===== src/include/fcd_pkg.sv =====
// Purpose: shared constants for the coefficient download link
// Assumes: both ends run on pclk, 16-bit write words
// Notes:   host apb offsets live here too
package fcd_pkg;
  // ----------------------------------------------------------------
  // word and coefficient layout
  // ----------------------------------------------------------------
  localparam int unsigned WORD_W     = 16;
  localparam int unsigned COEFF_W    = 27;
  localparam int unsigned MAG_HI_W   = 11;  // sign plus magnitude 25:16
  localparam int unsigned PAD_W      = 5;
  localparam int unsigned IDX_W      = 6;
  localparam logic [5:0]  MAX_COEFF  = 6'h30;
  localparam logic [5:0]  COEFF_STEP = 6'h06;

  // ----------------------------------------------------------------
  // first control register of the device
  // ----------------------------------------------------------------
  localparam logic [15:0] CTRL1_ADDR      = 16'h0001;
  localparam logic [15:0] CTRL1_RESET     = 16'h001A;
  localparam int unsigned CTRL_LOAD_BIT   = 15;
  localparam int unsigned CTRL_RD_STAT    = 11;
  localparam int unsigned CTRL_SEL_LSB    = 5;
  localparam int unsigned CTRL_SEL_W      = 4;
  localparam int unsigned CTRL_BYP_BIT    = 4;
  localparam int unsigned CTRL_DEC_W      = 3;

  // ----------------------------------------------------------------
  // status word and plain data word
  // ----------------------------------------------------------------
  localparam int unsigned ST_OK_BIT    = 7;
  localparam int unsigned ST_FOK_BIT   = 6;
  localparam int unsigned ST_UFILT_BIT = 5;
  localparam int unsigned ST_BYP_BIT   = 4;
  localparam int unsigned ST_ONE_BIT   = 3;
  localparam int unsigned DATA_OK_BIT  = 0;

  // ----------------------------------------------------------------
  // timing
  // ----------------------------------------------------------------
  localparam int unsigned CLK_PERIOD_NS  = 4;
  localparam int unsigned CORE_PERIOD_NS = 4;  // core clock equals pclk
  localparam logic [5:0]  FILL_PER_CYC   = 6'h02;

  // ----------------------------------------------------------------
  // host apb map
  // ----------------------------------------------------------------
  localparam logic [7:0] APB_CTRL   = 8'h00;
  localparam logic [7:0] APB_COEFF  = 8'h04;
  localparam logic [7:0] APB_READ   = 8'h08;
  localparam logic [7:0] APB_STATUS = 8'h0C;
  localparam int unsigned HS_BUSY_BIT = 16;
  localparam int unsigned HS_DL_BIT   = 17;
  localparam int unsigned HS_OK_BIT   = 18;
endpackage


===== src/include/fcd_link_if.sv =====
// Purpose: 16-bit parallel register bus between host and device
// Assumes: single clock, strobes are one-cycle pulses
// Notes:   joined by the testbench
`timescale 1ns/100ps
`default_nettype none
interface fcd_link_if;
  logic        wr_stb;
  logic [15:0] wr_data;
  logic        rd_stb;
  logic [15:0] rd_data;
  logic        rd_valid;

  modport dev (input wr_stb, input wr_data, input rd_stb,
               output rd_data, output rd_valid);
  modport host (output wr_stb, output wr_data, output rd_stb,
                input rd_data, input rd_valid);
endinterface
`default_nettype wire


===== src/rtl/fcd_device.sv =====
// Purpose: device end, receives and checks user fir coefficients
// Assumes: one write word per cycle at most, core clock is pclk
// Notes:   coefficient store is flops so reset can clear it
`timescale 1ns/100ps
`default_nettype none
module fcd_device (
  input  wire logic        pclk,
  input  wire logic        presetn,
  input  wire logic        ce,
  fcd_link_if.dev          link,
  input  wire logic [5:0]  coeff_addr,
  output logic      [26:0] coeff_data,
  output logic             user_filter_active,
  output logic      [3:0]  tap_count_sel,
  output logic             coeff_load_ok,
  output logic             load_busy
);
  typedef enum logic [2:0] {
    S_ADDR, S_DATA, S_HI, S_LO, S_SUM, S_FILL
  } fcd_dst_t;

  fcd_dst_t    state_q;
  fcd_dst_t    state_d;
  logic        hit_q;
  logic [10:0] hi_q;
  logic [5:0]  idx_q;
  logic [5:0]  n_q;
  logic [5:0]  fill_q;
  logic [15:0] sum_q;
  logic        ok_q;
  logic        user_q;
  logic        busy_q;
  logic        rd_stat_q;
  logic [3:0]  sel_q;
  logic        byp_q;
  logic [2:0]  dec_q;
  logic [26:0] mem_q [0:47];
  logic [26:0] coeff_q;

  // ----------------------------------------------------------------
  // decode of incoming words
  // ----------------------------------------------------------------
  logic        wr;
  logic [15:0] wd;
  logic        arm;
  logic        ctrl_wr;
  logic [3:0]  sel_in;
  logic        last_lo;
  logic        fill_end;
  assign wr      = ce && link.wr_stb;
  assign wd      = link.wr_data;
  assign ctrl_wr = wr && state_q == S_DATA && hit_q;
  assign sel_in  = wd[fcd_pkg::CTRL_SEL_LSB +: fcd_pkg::CTRL_SEL_W];
  // request plus an odd nonzero tap code arms a load
  assign arm     = ctrl_wr && wd[fcd_pkg::CTRL_LOAD_BIT] && sel_in[0];
  assign last_lo = idx_q == n_q - 6'h01;
  assign fill_end = fill_q + fcd_pkg::FILL_PER_CYC >= fcd_pkg::MAX_COEFF;

  // next state of the write decoder
  always_comb begin
    state_d = state_q;
    unique case (state_q)
      S_ADDR: begin
        if (wr) begin
          state_d = S_DATA;  // address word then data
        end
      end
      S_DATA: begin
        if (wr) begin
          state_d = arm ? S_HI : S_ADDR;
        end
      end
      S_HI: begin
        if (wr) begin
          state_d = S_LO;  // upper word comes first
        end
      end
      S_LO: begin
        if (wr) begin
          state_d = last_lo ? S_SUM : S_HI;
        end
      end
      S_SUM: begin
        if (wr) begin
          state_d = (n_q == fcd_pkg::MAX_COEFF) ? S_ADDR : S_FILL;
        end
      end
      S_FILL: begin
        if (fill_end) begin
          state_d = S_ADDR;
        end
      end
    endcase
  end

  // ----------------------------------------------------------------
  // state and busy flag
  // ----------------------------------------------------------------
  always_ff @(posedge pclk or negedge presetn) begin
    if (!presetn) begin
      state_q <= S_ADDR;
      busy_q  <= 1'b0;
      hit_q   <= 1'b0;
    end else if (ce) begin
      state_q <= state_d;
      // busy flag clears itself when the load ends
      busy_q  <= state_d != S_ADDR && state_d != S_DATA;
      if (wr && state_q == S_ADDR) begin
        hit_q <= wd == fcd_pkg::CTRL1_ADDR;
      end
    end
  end

  // ----------------------------------------------------------------
  // control fields kept from the first control register
  // ----------------------------------------------------------------
  always_ff @(posedge pclk or negedge presetn) begin
    if (!presetn) begin
      sel_q     <= fcd_pkg::CTRL1_RESET[8:5];
      byp_q     <= fcd_pkg::CTRL1_RESET[fcd_pkg::CTRL_BYP_BIT];
      dec_q     <= fcd_pkg::CTRL1_RESET[2:0];
      rd_stat_q <= 1'b0;
    end else if (ce) begin
      if (ctrl_wr) begin
        sel_q <= sel_in;
        byp_q <= wd[fcd_pkg::CTRL_BYP_BIT];
        dec_q <= wd[fcd_pkg::CTRL_DEC_W-1:0];
      end
      // one-shot: next read returns status
      if (ctrl_wr && wd[fcd_pkg::CTRL_RD_STAT]) begin
        rd_stat_q <= 1'b1;
      end else if (link.rd_stb) begin
        rd_stat_q <= 1'b0;
      end
    end
  end

  // ----------------------------------------------------------------
  // coefficient counting and running byte sum
  // ----------------------------------------------------------------
  always_ff @(posedge pclk or negedge presetn) begin
    if (!presetn) begin
      idx_q  <= 6'h00;
      n_q    <= 6'h00;
      hi_q   <= 11'h000;
      sum_q  <= 16'h0000;
      fill_q <= 6'h00;
    end else if (ce) begin
      if (arm) begin
        idx_q <= 6'h00;
        n_q   <= 6'(({3'b000, sel_in[3:1]} + 6'h01) *
                    fcd_pkg::COEFF_STEP);  // 6 per step
        sum_q <= 16'h0000;
      end
      // every word of a coefficient adds its two bytes
      if (wr && (state_q == S_HI || state_q == S_LO)) begin
        sum_q <= sum_q + 16'(wd[15:8]) + 16'(wd[7:0]);
      end
      if (wr && state_q == S_HI) begin
        hi_q <= wd[fcd_pkg::MAG_HI_W-1:0];  // pad bits dropped
      end
      if (wr && state_q == S_LO) begin
        idx_q <= idx_q + 6'h01;
      end
      if (wr && state_q == S_SUM) begin
        fill_q <= n_q;
      end else if (state_q == S_FILL) begin
        fill_q <= fill_q + fcd_pkg::FILL_PER_CYC;
      end
    end
  end

  // ----------------------------------------------------------------
  // result flags
  // ----------------------------------------------------------------
  always_ff @(posedge pclk or negedge presetn) begin
    if (!presetn) begin
      ok_q   <= 1'b0;
      user_q <= 1'b0;  // default coefficients after reset
    end else if (ce) begin
      if (arm) begin
        ok_q   <= 1'b0;
        user_q <= 1'b0;
      end else if (ctrl_wr && wd[fcd_pkg::CTRL_LOAD_BIT]) begin
        user_q <= 1'b0;  // even tap code keeps the default filter
      end else if (wr && state_q == S_SUM) begin
        ok_q   <= sum_q == wd;  // compare with the host sum
        user_q <= sum_q == wd;
      end
    end
  end

  // ----------------------------------------------------------------
  // coefficient store, cleared by reset
  // ----------------------------------------------------------------
  always_ff @(posedge pclk or negedge presetn) begin
    if (!presetn) begin
      for (int i = 0; i < 48; i++) begin
        mem_q[i] <= 27'h0000000;  // volatile, lost on reset
      end
    end else if (ce) begin
      if (wr && state_q == S_LO) begin
        // sign and magnitude stored as sent
        mem_q[idx_q] <= {hi_q, wd};
      end
      if (state_q == S_FILL) begin
        mem_q[fill_q] <= 27'h0000000;  // zero unused slots
        mem_q[fill_q + 6'h01] <= 27'h0000000;
      end
    end
  end

  // ----------------------------------------------------------------
  // read answers and filter side outputs
  // ----------------------------------------------------------------
  logic [15:0] status_w;
  always_comb begin
    status_w = 16'h0000;
    status_w[fcd_pkg::ST_OK_BIT]    = ok_q;
    status_w[fcd_pkg::ST_FOK_BIT]   = ok_q;
    status_w[fcd_pkg::ST_UFILT_BIT] = user_q;
    status_w[fcd_pkg::ST_BYP_BIT]   = byp_q;
    status_w[fcd_pkg::ST_ONE_BIT]   = 1'b1;
    status_w[fcd_pkg::CTRL_DEC_W-1:0] = dec_q;
  end

  always_ff @(posedge pclk or negedge presetn) begin
    if (!presetn) begin
      link.rd_data  <= 16'h0000;
      link.rd_valid <= 1'b0;
      coeff_q       <= 27'h0000000;
    end else if (ce) begin
      link.rd_valid <= link.rd_stb;
      if (link.rd_stb) begin
        // status word, or data word carrying the ok flag
        link.rd_data <= rd_stat_q ? status_w :
                        {15'h0000, ok_q};
      end
      coeff_q <= (coeff_addr < fcd_pkg::MAX_COEFF) ?
                 mem_q[coeff_addr] : 27'h0000000;
    end
  end

  assign coeff_data         = coeff_q;
  assign user_filter_active = user_q;
  assign tap_count_sel      = sel_q;
  assign coeff_load_ok      = ok_q;
  assign load_busy          = busy_q;
endmodule
`default_nettype wire


===== src/flat_wrapper.sv =====
// flat-port wrapper written by rule: the top's interface ports become plain ports
module fcd_device_flat 
  (pclk, presetn, ce, coeff_addr, coeff_data, user_filter_active, tap_count_sel, coeff_load_ok, load_busy, link_wr_stb, link_wr_data, link_rd_stb, link_rd_data, link_rd_valid);
  fcd_link_if link_i ();
  input  wire logic pclk;
  input  wire logic presetn;
  input  wire logic ce;
  input  wire logic [5:0] coeff_addr;
  output logic      [26:0] coeff_data;
  output logic user_filter_active;
  output logic      [3:0] tap_count_sel;
  output logic coeff_load_ok;
  output logic load_busy;
  input wire logic [$bits(link_i.wr_stb)-1:0] link_wr_stb;
  input wire logic [$bits(link_i.wr_data)-1:0] link_wr_data;
  input wire logic [$bits(link_i.rd_stb)-1:0] link_rd_stb;
  output wire logic [$bits(link_i.rd_data)-1:0] link_rd_data;
  output wire logic [$bits(link_i.rd_valid)-1:0] link_rd_valid;
  assign link_i.wr_stb = link_wr_stb;
  assign link_i.wr_data = link_wr_data;
  assign link_i.rd_stb = link_rd_stb;
  assign link_rd_data = link_i.rd_data;
  assign link_rd_valid = link_i.rd_valid;
  fcd_device u_core (.pclk(pclk), .presetn(presetn), .ce(ce), .link(link_i), .coeff_addr(coeff_addr), .coeff_data(coeff_data), .user_filter_active(user_filter_active), .tap_count_sel(tap_count_sel), .coeff_load_ok(coeff_load_ok), .load_busy(load_busy));
endmodule

===== config.mk =====
export PLATFORM = sky130hd
export DESIGN_NAME = fcd_device_flat
export DESIGN_NICKNAME = d
export VERILOG_FILES = /design/src/include/fcd_pkg.sv /design/src/include/fcd_link_if.sv /design/src/rtl/fcd_device.sv /design/src/flat_wrapper.sv
export SDC_FILE = /design/constraint.sdc
export NUM_CORES = 2
export LEC_CHECK = 0
export BUFFER_PORTS_ARGS = -buffer_cell sky130_fd_sc_hd__buf_2
export CAP_MARGIN = 20
export CORE_MARGIN = 10
export CORE_UTILIZATION = 55
export DETAILED_ROUTE_END_ITERATION = 7
export PLACE_DENSITY = 0.71
export SLEW_MARGIN = 5
export SYNTH_ARGS = -nofsm -noshare
export SYNTH_HDL_FRONTEND = slang
export SYNTH_SLANG_ARGS = --single-unit

===== constraint.sdc =====
create_clock -name pclk -period 2.86 [get_ports pclk]
set_input_delay 0 -clock pclk [delete_from_list [all_inputs] [get_ports pclk]]
set_output_delay 0 -clock pclk [all_outputs]
set_load 0.01 [all_outputs]

==> flow_metrics.env <==
export IMPL_status="finished clean"
export IMPL_cts_made_buffers=149
export IMPL_layout_commonest_cell="dfrtp_1"
export IMPL_place_congestion=0.922
export IMPL_antenna_found_initial=7
export IMPL_clock_skew_ns=0.0399
export IMPL_r2r_cells=8
export IMPL_synthCells=6472
export IMPL_setup_violations=0
export IMPL_first_global_vias=55800
export IMPL_placement_io_buffers=69
export IMPL_synthDistinctLibCells=76
export IMPL_clock_root_buffer="clkbuf_16"
export IMPL_avgSynthCellArea_um2=10.6
export IMPL_end_kind="register"
export IMPL_fin_nets=6449
export IMPL_r2r_end="u_core.sum_q[11]"
export IMPL_r2r_start="u_core.sum_q[1]"
export IMPL_cap_violations=0
export IMPL_rsz0062_at_grt="false"
export IMPL_clockBufferDepth=3
export IMPL_startpoint_type="register"
export IMPL_finalHoldViolCount=0
export IMPL_dp_hpwl_mm=143
export IMPL_min_from="coeff_addr[3]"
export IMPL_synthSimpleGateAreaFrac=0.115
export IMPL_h_tree_depth=4
export IMPL_crit_start="u_core.sum_q[1]"
export IMPL_synth_seq_cells=1390
export IMPL_intPower_uw=34200
export IMPL_p_switching_uw=13900
export IMPL_p_leak_uw=0.0334
export IMPL_timing_final_ws_setup_ns=0.128
export IMPL_area_delta_synth_final_pct=13.1
export IMPL_grt_pass1_wl_mm=357
export IMPL_drc=0
export IMPL_synth_flop_cell="dfrtp_1"
export IMPL_initial_core_util=0.554
export IMPL_synth_fa_ha_area_frac=0.00710
export IMPL_dieArea_um2=139000
export IMPL_muxShareOfSynthArea=0.118
export IMPL_vias_per_cell=6.88
export IMPL_synth_compound_area_share=0.202
export IMPL_firstDrtPassIters=7
export IMPL_yosysWarnings=0
export IMPL_tightest_slew_ns=1.10
export IMPL_die_w_um=373
export IMPL_crit_arrival_ns=3.44
export IMPL_cts_sinks=1390
export IMPL_fin_crit_sh=0.955
export IMPL_final_cell_mix="dfrtp_1 (1387), nor2_1 (1298), a211oi_1 (625)"
export IMPL_die_y_um=373
export IMPL_num_antenna_cells=0
export IMPL_synth_top_cell_by_area="dfrtp_1"
export IMPL_vias=56000
export IMPL_crit_required_ns=3.56
export IMPL_crit_fanout=4
export IMPL_maxSlewViolCount=0
export IMPL_grt_start_max_net_pins=175
export IMPL_overflow=0
export IMPL_setup_tns_ns=0
export IMPL_power_frac_clock=0.416
export IMPL_synth_edf_count=0
export IMPL_rrSetupSlack_ns=0.13
export IMPL_wirelength_mm=236
export IMPL_synth_area_leaders="dfrtp_1 (51%), mux4_2 (9.1%), nor2_1 (7.3%)"
export IMPL_coreArea_um2=124000
export IMPL_hp_class="input port to register"
export IMPL_power_density_nw_per_um2=620
export IMPL_clk_latency_ns=0.81
export IMPL_period_needed_ns=2.73
export IMPL_pwr_share_seq=0.435
export IMPL_dp_slack_ns=0.0944
export IMPL_drive_gt1_frac=0.204
export IMPL_avgRoutedWirePerCell_um=29.0
export IMPL_synth_xor_area_share=0.00382
export IMPL_ant_nets=0
export IMPL_synth_area_um2=68700
export IMPL_comb_power_share=0.148
export IMPL_tritoncts="done"
export IMPL_row_count=129
export IMPL_synth_top_family_by_area="compound AO/OA/AOI/OAI gates"
export IMPL_path_clk_slew_ns=0.07
export IMPL_synth_yosys_seq_area_share=0.506
export IMPL_crit_end="u_core.sum_q[11]"
export IMPL_swShare=0.290
export IMPL_critPathKind="register to register"
export IMPL_async_reset_ff_frac=1.00
export IMPL_io_pins=78
export IMPL_slew_headroom=0.268
export IMPL_drt_iter0_drc=7394
export IMPL_max_freq_mhz=366
export IMPL_vdd_drop_max_mv=0.674
export IMPL_synth_top_area_share=0.506
export IMPL_track_usage=0.332
-- how the worst min path moves through the flow --
stage                            end  slack, ns  depth (start not counted)
2_1_floorplan   u_core.coeff_data[0]      -0.30                          0
3_3_place_gp      u_core.mem_q[1256]      -0.07                          1
3_5_place_dp      u_core.mem_q[1175]      -0.07                          1
4_1_cts        u_core.coeff_data[17]       0.05                          4
5_1_grt        u_core.coeff_data[23]       0.13                          5
6_report       u_core.coeff_data[17]       0.11                          4
-- logic make-up after synthesis --
kind of cell	Yosys count
compound gates	2007
fa+ha+maj	33
xor+xnor	30
flops	1390
other cells	1
buf+inv	729
simple gates	1822
mux	460
-- cells in the mapped netlist (8+ instances only) --
master     count
nand2_1      146
o211ai_1      18
nor2_1      1333
xor2_1        13
a21oi_1      450
a211oi_1     625
o21ai_0      505
a22oi_1       64
nand2b_1      32
a22o_1        47
dfrtp_1     1388
buf_4         28
nor2b_1       41
mux4_2       277
a2111oi_0      9
nand4_1       35
nor3_1        25
xnor2_1       17
nor3_4        24
buf_2        147
buf_1         20
buf_6         28
fa_1          10
and3_1        41
nor2_2        11
a211oi_2     207
ha_1          23
clkbuf_1     486
mux2_2        47
nor4_1        13
nor3_2         8
mux2i_1      136
a221oi_1      19
nand3_1       70
o22ai_1       14
and2_1         9
inv_1         18
-- sequential cells by signal (all words and copies together), names as in the netlist, 3 cells and up --
register              flops
u_core.sum_q             16
u_core.n_q                5
u_core.coeff_data        27
u_core.mem_q           1296
u_core.fill_q             5
u_core.state_q            3
u_core.dec_q              3
u_core.hi_q              11
u_core.tap_count_sel      4
u_core.idx_q              6
u_core.link.rd_data       7
-- worst max-delay path, stage by stage (launching register included) --
cell and delay, ns:
dfrtp_1 0.41, fa_1 0.46, ha_1 0.24, fa_1 0.48, a21oi_2 0.19, o211ai_1 0.14, o41a_1 0.39, nand4_1 0.15
mux2i_1 0.20
-- power by group through the flow --
stage / clock network [uW] / registers (uW) / logic, uW
finish: 20000 / 21000 / 7130
global route: 20900 / 21000 / 7500
CTS: 20100 / 20900 / 6920
detailed placement: 0 / 21300 / 6800
global placement: 0 / 21200 / 6720
floorplan: 0 / 21000 / 3810
-- final cells by class --
type | count | area (um^2)
clock buffers | 230 | 4570
well taps | 1637 | 2050
fillers | 9608 | 46300
multi-input cells | 4360 | 31100
inverters | 20 | 75.1
flip-flops and latches | 1390 | 34800
clock inverters | 34 | 459
repair buffers | 468 | 4650
-- layer usage --
metal  routed length, um  track usage  part of all wire
met1               88200        0.439              0.37
met3               30900        0.113              0.13
met4               14800        0.186             0.063
met5                  75            0           0.00032
met2              102000        0.478              0.43
-- timing repair --
item	4_1_cts	5_1_grt
hold endpoints to repair	1861	0
endpoints found under the setup margin	0	5
setup buffers	0	0
hold buffers	30	0
gates resized for setup	0	2
-- stage by stage --
stage / cells / total power, uW / instance area, um^2 / util / hold slack (ns)
final: 8139 / 48100 / 77700 / 0.627 / 0.106
after global routing: 8139 / 49400 / 77700 / 0.627 / 0.131
after global placement: 7844 / 28000 / 72300 / 0.583 / -0.0708
after CTS: 8138 / 48000 / 77700 / 0.627 / 0.0525
after detailed placement: 7844 / 28100 / 72300 / 0.583 / -0.0684
after floorplan: 6479 / 24800 / 68700 / - / -0.296
(Power assumes the default switching activity.)
